<file path="src/char_sync_drop_pkg.sv">
package char_sync_drop_pkg;

  // Character and sync comparator geometry.
  localparam int CHAR_W  = 9;
  localparam int SYNC_W  = 16;
  localparam int DROP_N  = 7;
  localparam int DELAY_W = 4;
  localparam int CNT_W   = 4;
  localparam int BCC_W   = 2;

  // Entry zero of the drop list is the within-text character.
  localparam int WITHIN_IDX = 0;

  // The smallest data code has five bits; the code select adds to it.
  localparam logic [CNT_W-1:0] BASE_DATA_BITS = 4'h5;
  localparam logic [CNT_W-1:0] FULL_CODE_BITS = 4'h8;
  localparam logic [CNT_W-1:0] CHAR_W_CNT     = 4'h9;
  localparam logic [CNT_W-1:0] ONE_CNT        = 4'h1;

  // Longest sync comparison window, in bits.
  localparam logic [4:0] SYNC_CMP_MAX = 5'h10;

  // Block check length of a 16-bit CRC, in characters.
  localparam logic [BCC_W-1:0] BCC_CRC16_CHARS = 2'h2;
  localparam logic [BCC_W-1:0] BCC_ONE         = 2'h1;

  // The line idle character is all ones at the frame width.
  localparam logic [CHAR_W-1:0] IDLE_CHAR = 9'h1FF;

  typedef enum logic [1:0] {
    PAR_NONE   = 2'h0,
    PAR_EVEN   = 2'h1,
    PAR_ODD    = 2'h2,
    PAR_IGNORE = 2'h3
  } parity_type;

  typedef enum logic [1:0] {
    HUNT   = 2'b01,
    FRAMED = 2'b10
  } state_type;

endpackage

</file>
<file path="src/char_sync_drop_framer.sv">
`timescale 1ns/100ps
// What this block does
// RULE1 - All-ones frame is flagged as line idle. Code tests the stored form: ignore mode with 5- to 7-bit codes never flags it.
// RULE2 - Drop processing only in synchronous character mode.
// RULE3 - Seven drop characters, entry one within-text.
// RULE4 - Within-text compare only inside checked text.
// RULE5 - No checking: all outside, airline code excepted.
// RULE6 - Zero delay, empty list: never drop sync.
// RULE7 - Outside-text characters match only outside limits.
// RULE8 - With checking, drop after block check characters.
// RULE9 - Drop delay counts from the earliest trigger.
// RULE10 - Zero delay drops right after triggering character.
// RULE11 - Frame width from code plus parity bit.
// RULE12 - Ignore parity frames bit, forces generated value.
// RULE13 - Acquire on two syncs, one in monosync.
// RULE14 - Nine-bit frames compare only last sixteen bits.
// RULE15 - Text starts after start, includes stop character.
// RULE16 - After drop, stop storing and hunt bitwise.
// RULE17 - Count characters after trigger up to delay.
module char_sync_drop_framer (
  input  wire logic                                                 core_clk,
  input  wire logic                                                 rst,
  input  wire logic                                                 clk_en,
  input  wire logic                                                 rx_bit_valid,
  input  wire logic                                                 rx_bit,
  input  wire logic                                                 sync_char_mode,
  input  wire logic                                                 monosync,
  input  wire logic [1:0]                                           code_sel,
  input  wire char_sync_drop_pkg::parity_type                       parity_sel,
  input  wire logic                                                 airline_code,
  input  wire logic                                                 err_check_en,
  input  wire logic [char_sync_drop_pkg::BCC_W-1:0]                 bcc_len,
  input  wire logic [char_sync_drop_pkg::SYNC_W-1:0]                sync_pattern,
  input  wire logic [char_sync_drop_pkg::CHAR_W-1:0]                start_char,
  input  wire logic [char_sync_drop_pkg::CHAR_W-1:0]                stop_char,
  input  wire logic [char_sync_drop_pkg::DROP_N-1:0]                drop_char_en,
  input  wire logic [char_sync_drop_pkg::DROP_N-1:0][char_sync_drop_pkg::CHAR_W-1:0] drop_chars,
  input  wire logic [char_sync_drop_pkg::DELAY_W-1:0]               drop_delay,
  output logic                                                      in_sync,
  output logic                                                      char_valid,
  output logic [char_sync_drop_pkg::CHAR_W-1:0]                     char_data,
  output logic                                                      char_in_text,
  output logic                                                      char_idle,
  output logic                                                      parity_err,
  output logic                                                      drop_sync
);
  import char_sync_drop_pkg::*;

  // Registered state of the framer.
  state_type                 state_reg;
  logic [SYNC_W-1:0]         hunt_reg;
  logic [CHAR_W-1:0]         shift_reg;
  logic [CNT_W-1:0]          bit_cnt_reg;
  logic                      in_text_reg;
  logic                      bcc_active_reg;
  logic [BCC_W-1:0]          bcc_left_reg;
  logic                      pending_reg;
  logic [DELAY_W-1:0]        delay_cnt_reg;
  logic                      char_valid_reg;
  logic [CHAR_W-1:0]         char_data_reg;
  logic                      char_in_text_reg;
  logic                      char_idle_reg;
  logic                      parity_err_reg;
  logic                      drop_sync_reg;

  // Decode of the current bit, character and drop decision.
  logic [CNT_W-1:0]          data_bits;
  logic [CNT_W-1:0]          frame_w;
  logic [4:0]                cmp_len;
  logic [SYNC_W:0]           mask_wide;
  logic [SYNC_W-1:0]         hunt_next;
  logic                      sync_hit;
  logic                      bit_step;
  logic                      char_done;
  logic [CHAR_W-1:0]         raw_char;
  logic [CHAR_W-1:0]         frame_mask;
  logic [CHAR_W-1:0]         data_mask;
  logic                      data_xor;
  logic                      fixed_par;
  logic [CHAR_W-1:0]         rx_char;
  logic                      par_bad;
  logic [DROP_N-1:0]         list_hit;
  logic                      start_hit;
  logic                      stop_hit;
  logic                      within_ok;
  logic                      outside_ok;
  logic                      bcc_end;
  logic                      trigger;
  logic                      drop_allowed;
  logic [DELAY_W-1:0]        delay_inc;
  logic                      drop_now;

  // Frame width follows the data code, plus one bit for any parity mode.
  // Ignore mode still spends a bit on the line, so it widens the frame like even or odd.
  always_comb begin
    data_bits = BASE_DATA_BITS + {2'h0, code_sel}; // RULE11
    frame_w   = data_bits + {3'h0, parity_sel != PAR_NONE}; // RULE11 RULE12
  end

  // The sync window spans one or two frames; two nine-bit frames keep only sixteen bits.
  // The window is a mask over the low bits of the shifter, so a shorter frame ignores
  // older history. The pattern must hold the newest bit in its lowest position.
  // A zero-filled shifter after reset can fake a match, since its zero bits are compared like received ones.
  always_comb begin
    if (monosync) begin
      cmp_len = {1'b0, frame_w}; // RULE13
    end else if ({frame_w, 1'b0} > SYNC_CMP_MAX) begin
      cmp_len = SYNC_CMP_MAX; // RULE14
    end else begin
      cmp_len = {frame_w, 1'b0}; // RULE13
    end
    mask_wide = (17'h00001 << cmp_len) - 17'h00001;
    hunt_next = {hunt_reg[SYNC_W-2:0], rx_bit};
    sync_hit  = ((hunt_next ^ sync_pattern) & mask_wide[SYNC_W-1:0]) == 16'h0000;
  end

  // Character assembly and parity handling on the final bit of a frame.
  // The frame is right-justified by shifting away the unused low bits of the assembler.
  // Parity is judged on the raw frame, before any forced bit replaces the received one.
  always_comb begin
    bit_step   = clk_en && rx_bit_valid;
    char_done  = bit_step && (state_reg == FRAMED) && (bit_cnt_reg == frame_w - ONE_CNT);
    raw_char   = {rx_bit, shift_reg[CHAR_W-1:1]} >> (CHAR_W_CNT - frame_w);
    frame_mask = IDLE_CHAR >> (CHAR_W_CNT - frame_w);
    data_mask  = IDLE_CHAR >> (CHAR_W_CNT - data_bits);
    data_xor   = ^(raw_char & data_mask);
    // Short codes generate a zero bit, eight-bit codes generate odd parity.
    fixed_par  = (data_bits == FULL_CODE_BITS) ? ~data_xor : 1'b0; // RULE12
    if (parity_sel == PAR_IGNORE) begin
      rx_char = (raw_char & data_mask) | ({8'h00, fixed_par} << data_bits); // RULE12
    end else begin
      rx_char = raw_char;
    end
    unique case (parity_sel)
      PAR_EVEN: par_bad = data_xor ^ raw_char[data_bits];
      PAR_ODD:  par_bad = ~(data_xor ^ raw_char[data_bits]);
      PAR_NONE, PAR_IGNORE: par_bad = 1'b0;
    endcase
  end

  // One comparator per entry of the drop list.
  // Entries are compared with the stored form of the character, forced parity included.
  genvar gi;
  generate
    for (gi = 0; gi < DROP_N; gi++) begin : g_match
      assign list_hit[gi] = drop_char_en[gi] && (rx_char == drop_chars[gi]); // RULE3
    end
  endgenerate

  // Trigger selection: which entries may match depends on the checked-text limits.
  // Entry zero looks only inside text, or anywhere with airline code and no checking, and the other six only outside it, so one value in
  // both places still drops sync outside text. The block check end is a trigger of its
  // own, which keeps a frame with no match from holding the framer forever.
  always_comb begin
    start_hit  = err_check_en && !in_text_reg && !bcc_active_reg && (rx_char == start_char);
    stop_hit   = err_check_en && in_text_reg && (rx_char == stop_char); // RULE15
    within_ok  = (err_check_en && in_text_reg) || (!err_check_en && airline_code); // RULE4 RULE5
    outside_ok = !(err_check_en && in_text_reg); // RULE5 RULE7
    bcc_end    = (stop_hit && (bcc_len == 2'h0)) ||
                 (err_check_en && bcc_active_reg && (bcc_left_reg == BCC_ONE)); // RULE8
    trigger    = (within_ok && list_hit[WITHIN_IDX]) ||
                 (outside_ok && (|list_hit[DROP_N-1:1])) || bcc_end; // RULE7 RULE9
    // An empty list with zero delay, or async operation, never loses sync.
    // That also silences the block check end, so a capture of raw line data runs unbroken.
    drop_allowed = sync_char_mode && !((drop_delay == 4'h0) && (drop_char_en == 7'h00)); // RULE2 RULE6
    delay_inc  = delay_cnt_reg + 4'h1;
    if (!char_done || !drop_allowed) begin
      drop_now = 1'b0;
    end else if (pending_reg) begin
      drop_now = (delay_inc == drop_delay); // RULE17
    end else begin
      drop_now = trigger && (drop_delay == 4'h0); // RULE10
    end
  end

  // Hunt and framing state; the hunt shifter is cleared on drop so stale bits cannot resync.
  // The framer commits to a frame boundary on the first window match and does not look
  // for sync again until it drops, so a false match shows up as garbled characters.
  // That is why a monosync pattern must never occur inside the data stream.
  always_ff @(posedge core_clk or posedge rst) begin
    if (rst) begin
      state_reg   <= HUNT;
      hunt_reg    <= '0;
      bit_cnt_reg <= '0;
    end else if (bit_step) begin
      unique case (state_reg)
        HUNT: begin
          hunt_reg <= hunt_next; // RULE16
          if (sync_hit) begin
            state_reg   <= FRAMED; // RULE13
            bit_cnt_reg <= '0;
          end
        end
        FRAMED: begin
          if (drop_now) begin
            state_reg <= HUNT; // RULE16
            hunt_reg  <= '0;
          end
          if (char_done) begin
            bit_cnt_reg <= '0;
          end else begin
            bit_cnt_reg <= bit_cnt_reg + ONE_CNT;
          end
        end
      endcase
    end
  end

  // Bits enter least significant first, so the assembler shifts right.
  // Its contents only matter on the final bit of a frame, so only reset clears it.
  always_ff @(posedge core_clk or posedge rst) begin
    if (rst) begin
      shift_reg <= '0;
    end else if (bit_step && (state_reg == FRAMED)) begin
      shift_reg <= {rx_bit, shift_reg[CHAR_W-1:1]}; // RULE11
    end
  end

  // Checked-text region and the block check characters after the stop delimiter.
  // A start delimiter is ignored while block check characters are counted, since those
  // characters are check values and may take any pattern.
  always_ff @(posedge core_clk or posedge rst) begin
    if (rst) begin
      in_text_reg    <= 1'b0;
      bcc_active_reg <= 1'b0;
      bcc_left_reg   <= '0;
    end else if (clk_en) begin
      if (drop_now || (state_reg == HUNT)) begin
        in_text_reg    <= 1'b0;
        bcc_active_reg <= 1'b0;
        bcc_left_reg   <= '0;
      end else if (char_done) begin
        if (start_hit) begin
          in_text_reg <= 1'b1; // RULE15
        end else if (stop_hit) begin
          in_text_reg    <= 1'b0; // RULE15
          bcc_active_reg <= bcc_len != 2'h0;
          bcc_left_reg   <= bcc_len;
        end else if (bcc_active_reg) begin
          bcc_left_reg   <= bcc_left_reg - BCC_ONE; // RULE8
          bcc_active_reg <= bcc_left_reg != BCC_ONE;
        end
      end
    end
  end

  // Only the earliest trigger arms the counter; later ones are ignored while it runs.
  // The count advances on each stored character after the trigger, so a delay of N
  // drops on the Nth character that follows it. A configuration change that forbids
  // dropping disarms the counter at once.
  always_ff @(posedge core_clk or posedge rst) begin
    if (rst) begin
      pending_reg   <= 1'b0;
      delay_cnt_reg <= '0;
    end else if (clk_en) begin
      if (drop_now || (state_reg == HUNT) || !drop_allowed) begin
        pending_reg   <= 1'b0;
        delay_cnt_reg <= '0;
      end else if (char_done) begin
        if (pending_reg) begin
          delay_cnt_reg <= delay_inc; // RULE17
        end else if (trigger) begin
          pending_reg   <= 1'b1; // RULE9
          delay_cnt_reg <= '0;
        end
      end
    end
  end

  // Stored characters and the drop pulse; the triggering or last counted character is still stored.
  // A low clock enable holds both pulses, so a consumer must qualify them with the enable.
  // The text flag is taken before the stop delimiter closes the region, so it covers it.
  always_ff @(posedge core_clk or posedge rst) begin
    if (rst) begin
      char_valid_reg   <= 1'b0;
      char_data_reg    <= '0;
      char_in_text_reg <= 1'b0;
      char_idle_reg    <= 1'b0;
      parity_err_reg   <= 1'b0;
      drop_sync_reg    <= 1'b0;
    end else if (clk_en) begin
      char_valid_reg <= char_done; // RULE6
      drop_sync_reg  <= drop_now; // RULE10
      if (char_done) begin
        char_data_reg    <= rx_char;
        char_in_text_reg <= err_check_en && in_text_reg;
        char_idle_reg    <= rx_char == frame_mask; // RULE1
        parity_err_reg   <= par_bad;
      end
    end
  end

  // Outputs come straight from registers; in_sync is the framing state itself.
  assign in_sync      = state_reg == FRAMED;
  assign char_valid   = char_valid_reg;
  assign char_data    = char_data_reg;
  assign char_in_text = char_in_text_reg;
  assign char_idle    = char_idle_reg;
  assign parity_err   = parity_err_reg;
  assign drop_sync    = drop_sync_reg;

endmodule // char_sync_drop_framer

</file>
<file path="config.mk">
export PLATFORM = sky130hd
export DESIGN_NAME = char_sync_drop_framer
export DESIGN_NICKNAME = d
export VERILOG_FILES = /design/src/char_sync_drop_pkg.sv /design/src/char_sync_drop_framer.sv
export SDC_FILE = /design/constraint.sdc
export NUM_CORES = 1
export LEC_CHECK = 0
export BUFFER_PORTS_ARGS = -buffer_cell sky130_fd_sc_hd__buf_4
export CAP_MARGIN = 25
export CORE_MARGIN = 8
export CORE_UTILIZATION = 50
export CTS_CLUSTER_SIZE = 28
export DETAILED_ROUTE_END_ITERATION = 8
export PLACE_DENSITY = 0.76
export SKIP_LAST_GASP = 1
export SLEW_MARGIN = 40
export SYNTH_ARGS = -nofsm -noshare
export SYNTH_HDL_FRONTEND = slang
export SYNTH_SLANG_ARGS = --single-unit
</file>
<file path="constraint.sdc">
create_clock -name core_clk -period 7.75 [get_ports core_clk]
set_input_delay 1.55 -clock core_clk [delete_from_list [all_inputs] [get_ports core_clk]]
set_output_delay 1.55 -clock core_clk [all_outputs]
set_load 0.1 [all_outputs]
</file>
After elaboration in Yosys (flattened, before gate mapping)
Cells that the tools add are included.
- $lt $le $gt $ge: 2
- shift operators: 5
- multiplexer cells: 39
- bitwise logic cells: 7
- reduce and logical (&&, ||, !) cells: 62
- equal/unequal tests: 23
- $add $sub $neg: 9
- operators by type and width (cell ; number):
    9-bit == test ; 10
    15-bit case mux with 2 select lines ; 1
    1-bit logical AND ; 24
    4-bit 2-to-1 mux ; 6
    9-bit by 4-bit right shift with 9-bit output (first input constant) ; 2
    1-bit 2-to-1 mux ; 17
    16-bit AND ; 1
    16-bit zero test ; 1
    1-bit by 5-bit << shifter with 16-bit output (first input constant) ; 1
    16-bit by 1-bit subtractor with 16-bit output (second input constant) ; 1
    16-bit bitwise XOR ; 1
    15-bit 2-to-1 mux ; 1
    2-bit 2-to-1 mux ; 7
    3-bit AND reduction ; 4
    5-bit 2-to-1 mux ; 2
    9-bit AND ; 1
    9-bit 2-to-1 mux ; 1
    9-bit OR ; 1
    3-bit nonzero test ; 3
    9-bit parity ; 1
    1-bit by 4-bit << shifter with 9-bit output ; 1
    9-bit by 4-bit right shift with 9-bit output ; 1
    4-bit by 1-bit adder with 4-bit output (second input constant) ; 2
    4-bit == test ; 2
    other kinds (28) ; 55
- input port bits: 123
- logic and storage cells: 162
- register bits: 53
- output and inout bits: 15

Logic depth before layout (Yosys ltp)
Gate-level depths: netlist of run 1.
- depth in word-level cells: 24
- depth in mapped cells: 23
- depth with buffers taken out: 17

Worst setup path before layout of run 1
OpenSTA, ideal clock, no wires.
- kind: input to register
- start point: in parity_sel[1]
- end point: reg hunt_reg[5]
- setup slack: 1.792 ns
- library setup time: 0.122 ns
- required time: 7.628 ns
- buffers on the path: 4
- arrival time: 5.836 ns
- cell stages on the path: 20
- cells stage by stage: or2_2 -> ha_1 -> inv_1 -> fa_1 -> buf_6 -> nor2b_1 -> buf_6 -> a222oi_1 -> mux2i_1 -> nand4_1 -> or4_1 -> nor4_1 -> a221oi_1 -> a41o_1 -> mux2i_1 -> o21ai_1 -> and2_1 -> buf_6 -> buf_6 -> a31o_1
- cells in the longest elaborated chain, start to end: 22
- elaborated cells between the ends (all ways): 45
- those cells by class: add/sub (3); eq/ne (11); shift (2); mux (4); bitwise (3); reduce/logical (22)
- ends and longest elaborated chain (item ; RTL line ; text):
    from (decl) ; char_sync_drop_framer.sv:29 ; input wire char_sync_drop_pkg::parity_type parity_sel,
    2-bit nonzero test ; char_sync_drop_framer.sv:97 ; frame_w = data_bits + {3'h0, parity_sel != PAR_NONE};
    4-bit by 1-bit adder with 4-bit output ; char_sync_drop_framer.sv:97 ;
    4-bit subtractor ; char_sync_drop_framer.sv:123 ; raw_char = {rx_bit, shift_reg[CHAR_W-1:1]} >> (CHAR_W_CNT - frame_w);
    9-bit by 4-bit right shift with 9-bit output ; char_sync_drop_framer.sv:123 ;
    9-bit AND ; char_sync_drop_framer.sv:126, char_sync_drop_framer.sv:130 ;
    9-bit parity ; char_sync_drop_framer.sv:126 ; data_xor = ^(raw_char & data_mask);
    1-bit inverter ; char_sync_drop_framer.sv:128 ; fixed_par = (data_bits == FULL_CODE_BITS) ? ~data_xor : 1'b0;
    1-bit 2-to-1 mux ; char_sync_drop_framer.sv:128 ;
    (+6 left out) ; n/a ;
    1-bit logical AND ; char_sync_drop_framer.sv:162 ; (outside_ok && (|list_hit[DROP_N-1:1])) || bcc_end;
    1-bit logical OR ; char_sync_drop_framer.sv:161 ; trigger = (within_ok && list_hit[WITHIN_IDX]) ||
    1-bit logical OR ; char_sync_drop_framer.sv:162 ;
    1-bit logical AND ; char_sync_drop_framer.sv:172 ; drop_now = trigger && (drop_delay == 4'h0);
    1-bit 2-to-1 mux ; char_sync_drop_framer.sv:169 ; end else if (pending_reg) begin
    1-bit 2-to-1 mux (*) ; char_sync_drop_framer.sv:167 ; if (!char_done || !drop_allowed) begin
    2-bit by 1-bit inequality test with 1-bit output (no line) (*) ; n/a ;
    2-bit AND reduction (no line) (*) ; n/a ;
    to (signal assigned) ; char_sync_drop_framer.sv:188 ; hunt_reg <= hunt_next;
    to (decl) ; char_sync_drop_framer.sv:51 ; logic [SYNC_W-1:0] hunt_reg;
Mark *: on every way between the ends. The rest lies on a longest branch, timed or not.
A chain may end at the register's enable or synchronous reset.

Final worst setup path of run 1
- start point: in parity_sel[1]
- end point: reg bcc_left_reg[0]
- cells in the longest elaborated chain, start to end: 23
- elaborated cells between the ends (all ways): 54
- those cells by class: add/sub (3); eq/ne (12); shift (2); mux (8); bitwise (3); reduce/logical (26)
- ends and longest elaborated chain (item ; RTL line ; text):
    2-bit nonzero test ; char_sync_drop_framer.sv:97 ;
    4-bit by 1-bit adder with 4-bit output ; char_sync_drop_framer.sv:97 ;
    4-bit subtractor ; char_sync_drop_framer.sv:123 ;
    9-bit by 4-bit right shift with 9-bit output ; char_sync_drop_framer.sv:123 ;
    9-bit AND ; char_sync_drop_framer.sv:126, char_sync_drop_framer.sv:130 ;
    9-bit parity ; char_sync_drop_framer.sv:126 ;
    1-bit inverter ; char_sync_drop_framer.sv:128 ;
    1-bit 2-to-1 mux ; char_sync_drop_framer.sv:128 ;
    (+7 left out) ; n/a ;
    1-bit logical OR ; char_sync_drop_framer.sv:161 ;
    1-bit logical OR ; char_sync_drop_framer.sv:162 ;
    1-bit logical AND ; char_sync_drop_framer.sv:172 ;
    1-bit 2-to-1 mux ; char_sync_drop_framer.sv:169 ;
    1-bit 2-to-1 mux ; char_sync_drop_framer.sv:167 ;
    1-bit logical OR ; char_sync_drop_framer.sv:228 ; if (drop_now || (state_reg == HUNT)) begin
    2-bit by 1-bit inequality test with 1-bit output (no line) (tied with other cells) ; n/a ;
    4-bit AND reduction (no line) ; n/a ;
    to (signal assigned) ; char_sync_drop_framer.sv:238 ; bcc_left_reg <= bcc_len;
    to (signal assigned) ; char_sync_drop_framer.sv:240 ; bcc_left_reg <= bcc_left_reg - BCC_ONE;
    to (decl) ; char_sync_drop_framer.sv:56 ; logic [BCC_W-1:0] bcc_left_reg;
Parallel ways exist; a longest one is shown, timed or not. The select of a mux whose other input is x is not followed.

==> impl_metrics.toml, run 1 <==
[placed_design]
post-dp-hpwl_um = 13600
post-place-ws_ps = 799
place_congestion = 0.922
portBuffers = 137

[synth]
synth_most_common_cell = "nand2_1"
synth_cell_types = 74
yosys_warnings = 0
synth_top_area_frac = 0.239
syn_area_um2 = 5340
syn_area_per_cell_um2 = 8.37
synth_area_leaders = "dfrtp_1 24%, xnor2_1 8.5%, xor2_1 6.6%, mux2_2 3.8%, nand2_1 3.7%"
synth_flop_cell = "dfrtp_1"
postSynthCellCount = 638
synth_top_area_cell = "dfrtp_1"
synth-async-reset-ratio = 1.00
ys_seq_area_frac = 0.244
synth-seq-cells = 52
synth_enable_flop_cells = 0
synthTopCellsByCount = "53 x nand2_1, 52 x xnor2_1, 51 x dfrtp_1"

[grt]
grt-ovfl-total = 0
grt_pass1_wl_um = 28000
grt_pass1_vias = 5567
grt_use_total = 0.240
grt_max_degree = 53
antenna_found_initial = 0

[drt]
highest_layer = "met4"
wl_per_cell_um = 19.7
wl_met1_um = 7360
drt-initial-drc-count = 432
avgViaCountPerCell = 6.09
met3_length_um = 1130
ant_nets = 0
drc = 0
routed-via-count = 5416
drtPass1Iterations = 7
routed_wl_um = 17500
wl_met2_um = 8350

[timing]
hold_viol = 0
fin_crit_ps = 6520
fin_ws_ps = 1230
fmax_mhz = 153
worst_slew_margin_rel = 0.489
finClkSkew_ps = 27.2
whs_ps = 488
tightestPinTransition_ps = 766
finalSetupViolations = 0
period_share = 0.842
tns_ps = 0
slew_viol_final = 0
rsz0062_at_grt = "false"

[worst_setup_path]
critical_path_arrival_ps = 6750
worstPathMaxFanout = 23
crit_path_start_kind = "input pin"
setup.worst_path.class = "input pin to flop"
reg2reg_from = "shift_reg[5]"
crit_path_end_kind = "flop"
regToRegSetupSlack_ps = 3380
critPathRequiredTime_ps = 7970
worstSetupStartpoint = "parity_sel[1]"

[cells_and_area]
largest_reg_flops = 15
diodes = 0
multi_input_area_um2 = 3700
n_fill_cell = 943
drive_gt1_frac = 0.262
area_delta_synth_final_pct = 22.2
nets = 885
final-seq-area_um2 = 1300

[power_and_ir_drop]
power_mw = 1.41
leakage_nw = 2.84
power-per-cell-area_nw_per_um2 = 216
ir_drop_mv = 0.142

[floorplan]
dieHeight_um = 119
num_rows = 37
io_pins = 138
chipWidth_um = 119
coreArea_um2 = 10400
die_area_um2 = 14200
start_util = 0.515

[clock_tree]
cts_resized = 0
postCtsHoldBufs = 0
cts_tree = "yes"
insertion_delay_ps = 340
numCtsBuffers = 5
htree_num_levels = 2
cts_setup_buffers = 0
cts_sinks = 52
clockBufferDepth = 2
path_clk_slew_ps = 110
cts-root-buf = "clkbuf_8"

[worst_hold_path]
min_path_type = "flop to flop"
worstHoldStart = "state_reg[0]"

[flow_run]
maxCapViolations = 0

[outcome]
status = "finished clean"
==> report_power, final <==
group	leakage (nW)	switching (mW)	internal (mW)	total, mW
clock network	0.0607	0.108	0.0999	0.208
registers	0.655	0.0555	0.324	0.379
logic	2.12	0.538	0.286	0.824
==> final cells by class <==
cell class                      instances  share of cell area
Multi-Input combinational cell        513               0.567
Sequential cell                        52               0.200
Timing Repair Buffer                  149               0.171
Tap cell                              136              0.0261
Inverter                               31              0.0178
Clock buffer                            5              0.0105
Clock inverter                          3             0.00767
==> cells by family after synthesis <==
logic type	synth area share
other cells	0.000702
simple gates	0.192
fa+ha+maj	0.0248
compound gates	0.236
flops	0.244
xor+xnor	0.151
mux	0.0850
buf+inv	0.0668
==> stage by stage <==
step                area [µm²]  utilization  std cells
floorplan                 5350            -        639
global placement          6400        0.617        880
detailed placement        6410        0.618        881
CTS                       6530        0.629        889
global route              6530        0.629        889
finish                    6530        0.629        889
==> placed cells by master, fill, tap and decap left out, types with 11 or more instances in the layout <==
| cell type | synthesis | final |
|---|---|---|
| a21oi_1 | 25 | 25 |
| inv_1 | 31 | 30 |
| nand2b_1 | 12 | 12 |
| nand4_1 | 11 | 11 |
| a22o_1 | 18 | 18 |
| a31o_1 | 15 | 15 |
| dfrtp_1 | 51 | 51 |
| xor2_1 | 40 | 40 |
| nand2_1 | 53 | 53 |
| mux2_2 | 18 | 18 |
| xnor2_1 | 52 | 52 |
| nor3_1 | 14 | 14 |
| mux2i_1 | 15 | 15 |
| buf_4 | 3 | 148 |
| nand3_1 | 20 | 20 |
| o21ai_0 | 33 | 33 |
| nor2_1 | 40 | 39 |
==> routing by layer <==
layer	vias up	track usage
met3	51	0.0453
met1	2595	0.294
met2	214	0.402
met5	-	0
met4	0	0.108
li1	2556	-
==> final timing paths <==
kind / cells after the start / end
min: 2 / state_reg[0]
max reg2reg: 12 / bcc_left_reg[0]
min in group asynchronous: 3 / char_data[8]
max: 18 / bcc_left_reg[0]
max in group asynchronous: 3 / shift_reg[1]
min reg2reg: 2 / state_reg[0]
==> critical path, cell delays in order <==
cell and delay [ps]:
buf_4 130, or2_2 290, ha_1 180, inv_1 60
fa_1 580, nor2b_1 270, buf_4 180, a221oi_1 570
or3_1 510, nor2_1 60, or4_1 520, nor4_1 380
a221oi_1 170, a41o_1 210, mux2i_1 250, o21ai_1 150
and2_2 370, a32o_1 310
(Power assumes the default switching activity.)
==> run 2, diff against run 1 <==
--- a/config.mk
+++ b/config.mk
@@ -8,10 +8,10 @@
 export BUFFER_PORTS_ARGS = -buffer_cell sky130_fd_sc_hd__buf_4
 export CAP_MARGIN = 25
 export CORE_MARGIN = 8
-export CORE_UTILIZATION = 50
+export CORE_UTILIZATION = 49
 export CTS_CLUSTER_SIZE = 28
 export DETAILED_ROUTE_END_ITERATION = 8
-export PLACE_DENSITY = 0.76
+export PLACE_DENSITY = 0.78
 export SKIP_LAST_GASP = 1
 export SLEW_MARGIN = 40
 export SYNTH_ARGS = -nofsm -noshare
==> constraint.sdc (replaced) <==
create_clock -name core_clk -period 5.3 [get_ports core_clk]
set_input_delay 1.06 -clock core_clk [delete_from_list [all_inputs] [get_ports core_clk]]
set_output_delay 1.06 -clock core_clk [all_outputs]
set_load 0.1 [all_outputs]
==> impl_metrics.toml, run 2 (synthesis gave the netlist of run 1 again) <==
[worst_hold_path]
min_path_type = "flop to flop"
hold_end = "state_reg[0]"
worstHoldPathCells = 2
worstHoldStart = "state_reg[0]"

[clock_tree]
htree_num_levels = 2
path_clk_slew_ps = 100
numCtsBuffers = 5
postCtsHoldBufs = 0
clockBufferDepth = 2
cts_tree = "yes"
cts-root-buf = "clkbuf_8"
cts_sinks = 52
insertion_delay_ps = 330

[cells_and_area]
fin_cells = 964
largest_reg_flops = 15
nets = 956
drive_gt1_frac = 0.345
final_common_cell = "buf_4"
postLayoutCellArea_um2 = 7190
area_delta_synth_final_pct = 34.6
layout_common_cells = "215 x buf_4, 53 x nand2_1, 51 x xnor2_1, 51 x dfrtp_1, 40 x xor2_1"
diodes = 0
n_fill_cell = 925
postLayoutCoreUtil = 0.669

[grt]
antenna_found_initial = 0
grt_pass1_wl_um = 29800
grt_max_degree = 53
grt_use_total = 0.252
grt_pass1_vias = 5807
grt-ovfl-total = 0

[worst_setup_path]
crit_path_max_incr_delay_ps = 610
critical_path_arrival_ps = 5490
worstPathMaxFanout = 5
r2r_cells = 14
r2r-end = "delay_cnt_reg[3]"
regToRegSetupSlack_ps = 1170
crit_chain = "buf_6 > or2_4 > ha_4 > inv_2 > fa_2 > buf_6 > nor2b_4 > buf_6 > a222oi_1 > buf_4 > mux2i_1 > nand4_1 > or4_4 > nor4_4 > a22oi_1 > nand4b_1 > nand2_1 > mux2i_2 > nor2_2 > a221o_1 > a31o_2"
crit_path_end_kind = "flop"
reg2reg_from = "shift_reg[4]"
setup.worst_path.class = "input pin to flop"
cp_common_cell = "buf_6"
slowest_stage = "fa_2"
crit_path_start_kind = "input pin"
critPathRequiredTime_ps = 5520

[drt]
routed-via-count = 5782
drtPass1Iterations = 6
ant_nets = 0
routed_wl_um = 18800
avgViaCountPerCell = 6.00
drt-initial-drc-count = 485
wl_per_cell_um = 19.5
drc = 0

[timing]
finClkSkew_ps = 16.8
fin_crit_ps = 5270
fmax_mhz = 190
tightestPinTransition_ps = 801
finalSetupViolations = 0
hold_viol = 0
worst_slew_margin_rel = 0.463
rsz0062_at_grt = "true"
slew_viol_final = 0
period_share = 0.994

[placed_design]
dp_cells = 949
place_congestion = 0.999
place_area_um2 = 6930
portBuffers = 137
post-dp-hpwl_um = 14900

[floorplan]
num_rows = 38
coreArea_um2 = 10700
io_pins = 138
die_area_um2 = 14500
dieHeight_um = 120
start_util = 0.497
chipWidth_um = 120

[flow_run]
maxCapViolations = 0

[power_and_ir_drop]
power_mw = 2.22
leakage_nw = 3.20
ir_drop_mv = 0.224
power-per-cell-area_nw_per_um2 = 309

[outcome]
status = "finished clean"
==> run 2: through the flow <==
| stage | hold slack [ps] | setup WS [ps] | setup TNS [ps] |
|---|---|---|---|
| after floorplan | 449 | 18.4 | 0 |
| after detailed placement | 472 | -273 | -5600 |
| final | 492 | 33.8 | 0 |
| after global placement | 471 | -227 | -4500 |
| after CTS | 490 | 52.4 | 0 |
| after global routing | 518 | -68.2 | -389 |
==> run 2: repair_timing <==
item | CTS | global route
setup buffers | 0 | 8
endpoints found under the setup margin | 0 | 24
gates resized for setup | 0 | 25
==> run 2: critical path: cells and delay by family <==
kind,cells,cell delay (ps)
AND/OR/NAND/NOR,8,1520
adder cells (fa/ha/maj),2,730
AO/OA/AOI/OAI,4,1180
buffers and inverters,5,570
multiplexers,2,420
==> run 2: worst max path at each step <==
stage / start / to / slack, ps / cells after the start
2_1_floorplan: parity_sel[1] / hunt_reg[5] / 20 / 20
3_3_place_gp: parity_sel[1] / bcc_left_reg[1] / -230 / 20
3_5_place_dp: parity_sel[1] / bcc_left_reg[0] / -270 / 20
4_1_cts: parity_sel[1] / bcc_left_reg[0] / 50 / 20
5_1_grt: parity_sel[0] / delay_cnt_reg[3] / -70 / 21
6_report: parity_sel[0] / delay_cnt_reg[3] / 30 / 21
==> run 2: layer usage <==
layer	global-route usage	vias up	routed length [µm]
met5	0	-	0
met3	0.0476	40	1420
li1	-	2700	-
met1	0.319	2799	7630
met4	0.0820	0	512
met2	0.424	243	9230
==> run 2: area by class of cell <==
| cell class | count | area [µm²] | area share |
|---|---|---|---|
| Clock buffer | 5 | 68.8 | 0.00957 |
| Multi-Input combinational cell | 513 | 3800 | 0.528 |
| Sequential cell | 52 | 1300 | 0.181 |
| Tap cell | 140 | 175 | 0.0244 |
| Timing Repair Buffer | 220 | 1680 | 0.234 |
| Inverter | 31 | 119 | 0.0165 |
| Clock inverter | 3 | 46.3 | 0.00644 |
==> run 2: power breakdown <==
group	total, mW	switching, mW	internal [mW]
Clock	0.291	0.149	0.143
Combinational	1.36	0.829	0.535
Sequential	0.563	0.0900	0.473
Total	2.22	1.07	1.15
==> run 3, diff against run 2 <==
--- a/config.mk
+++ b/config.mk
@@ -8,10 +8,10 @@
 export BUFFER_PORTS_ARGS = -buffer_cell sky130_fd_sc_hd__buf_4
 export CAP_MARGIN = 25
 export CORE_MARGIN = 8
-export CORE_UTILIZATION = 49
+export CORE_UTILIZATION = 50
 export CTS_CLUSTER_SIZE = 28
 export DETAILED_ROUTE_END_ITERATION = 8
-export PLACE_DENSITY = 0.78
+export PLACE_DENSITY = 0.76
 export SKIP_LAST_GASP = 1
 export SLEW_MARGIN = 40
 export SYNTH_ARGS = -nofsm -noshare
==> constraint.sdc (replaced) <==
create_clock -name core_clk -period 5.4 [get_ports core_clk]
set_input_delay 1.08 -clock core_clk [delete_from_list [all_inputs] [get_ports core_clk]]
set_output_delay 1.08 -clock core_clk [all_outputs]
set_load 0.1 [all_outputs]
==> impl_metrics.toml, run 3 (synthesis gave the netlist of run 1 again) <==
[worst_setup_path]
crit_family = "compound AO/OA/AOI/OAI gates"
setup.worst_path.class = "input pin to flop"
cp_common_cell = "buf_4"
slowest_stage = "a2111oi_0"
critPathRequiredTime_ps = 5620
critical_path_arrival_ps = 5480
crit_path_start_kind = "input pin"
crit_path_max_incr_delay_ps = 500
crit_chain = "buf_4 > or2_2 > ha_1 > inv_1 > fa_1 > buf_8 > and2_1 > a222oi_1 > buf_4 > buf_4 > nor3_1 > a2111oi_0 > nand4_1 > nor2_1 > a221oi_1 > a41o_1 > mux2i_1 > o21ai_1 > and2_1 > buf_4 > a31o_1"
crit_buf_inv = 6
crit_path_end_kind = "flop"
worstPathMaxFanout = 28

[cells_and_area]
final_common_cell = "buf_4"
largest_reg_flops = 15
postLayoutCoreUtil = 0.674
diodes = 0
fin_cells = 946
area_delta_synth_final_pct = 30.9
layout_common_cells = "203 x buf_4, 53 x nand2_1, 52 x xnor2_1"
n_fill_cell = 904
drive_gt1_frac = 0.317
nets = 942

[timing]
period_share = 0.975
slew_viol_final = 0
finalSetupViolations = 0
worst_slew_margin_rel = 0.559
fmax_mhz = 190
hold_viol = 0
finClkSkew_ps = 9.03
tightestPinTransition_ps = 657
fin_crit_ps = 5260

[clock_tree]
clockBufferDepth = 2
htree_num_levels = 2
postCtsHoldBufs = 0
insertion_delay_ps = 330
numCtsBuffers = 5
cts_tree = "yes"
path_clk_slew_ps = 110
cts_sinks = 52
cts-root-buf = "clkbuf_8"

[grt]
grt-ovfl-total = 0
grt_use_total = 0.252
grt_pass1_wl_um = 29500
grt_pass1_vias = 5811
antenna_found_initial = 0
grt_max_degree = 53

[flow_run]
maxCapViolations = 0

[placed_design]
place_congestion = 1.03
dp_cells = 936
portBuffers = 137
post-dp-hpwl_um = 14500

[floorplan]
start_util = 0.515
num_rows = 37
dieHeight_um = 119
io_pins = 138
die_area_um2 = 14200
chipWidth_um = 119
coreArea_um2 = 10400

[drt]
drc = 0
drtPass1Iterations = 5
wl_per_cell_um = 19.4
avgViaCountPerCell = 5.99
routed-via-count = 5662
drt-initial-drc-count = 550
routed_wl_um = 18300
ant_nets = 0

[power_and_ir_drop]
ir_drop_mv = 0.195
power-per-cell-area_nw_per_um2 = 300
leakage_nw = 3.12

[outcome]
status = "finished clean"

[worst_hold_path]
min_path_type = "flop to flop"
-- run 3: cell types whose count changed in the layout (fill, tap and decap cells not counted), sizes merged --
cell,change
bufinv,-1
clkinv,+1
buf,-14
-- run 3: worst paths after layout --
kind | from | to | slack, ps | cells past startpoint
worst max-delay path | parity_sel[1] | hunt_reg[13] | 140 | 21
worst min-delay path | state_reg[0] | state_reg[0] | 490 | 2
worst max register to register | shift_reg[4] | hunt_reg[13] | 1470 | 15
worst min register to register | state_reg[0] | state_reg[0] | 490 | 2
max in group asynchronous | rst | shift_reg[1] | 4110 | 2
min in group asynchronous | rst | delay_cnt_reg[1] | 850 | 2
-- run 3: cell type report --
class	count	area [µm²]	area share
Inverter	31	119	0.0170
Clock buffer	5	68.8	0.00984
Timing Repair Buffer	206	1580	0.226
Tap cell	136	170	0.0243
Clock inverter	3	27.5	0.00394
Sequential cell	52	1300	0.186
Multi-Input combinational cell	513	3730	0.533
-- run 3: where the power goes --
| part | switching, mW | internal, mW |
|---|---|---|
| logic | 0.803 | 0.498 |
| registers | 0.0809 | 0.465 |
| clock network | 0.154 | 0.0956 |
| total | 1.04 | 1.06 |
-- run 3: worst reg2reg max path, delay by kind of cell, from the launching register on --
family	cells	cell delay, ps
flip-flops	1	480
buffers and inverters	3	560
AND/OR/NAND/NOR	4	580
AO/OA/AOI/OAI	6	1670
multiplexers	2	530
-- run 3: metal layers --
layer / up-vias / track usage / wire, µm / part of all wire
met2: 280 / 0.424 / 8760 / 0.48
li1: 2663 / - / - / -
met1: 2681 / 0.319 / 7740 / 0.42
met3: 38 / 0.0420 / 1320 / 0.072
met5: - / 0 / 0 / 0
met4: 0 / 0.0906 / 505 / 0.028
-- run 3: what timing repair did --
item	4_1_cts	5_1_grt
resized for setup	0	5
buffers inserted	0	2
setup endpoints to repair	0	22
hold endpoints to repair	0	0
-- run 3: metrics by stage --
step	total power [mW]	setup TNS (ps)	hold WS, ps	instance area, µm²	worst slack (ps)
after global placement	1.81	-5190	461	6850	-244
after global routing	2.20	-147	525	6990	-20.6
after floorplan	1.41	0	449	5350	98.4
after detailed placement	1.82	-5730	471	6860	-271
final	2.10	0	487	6990	136
after CTS	2.07	0	484	6950	54.5
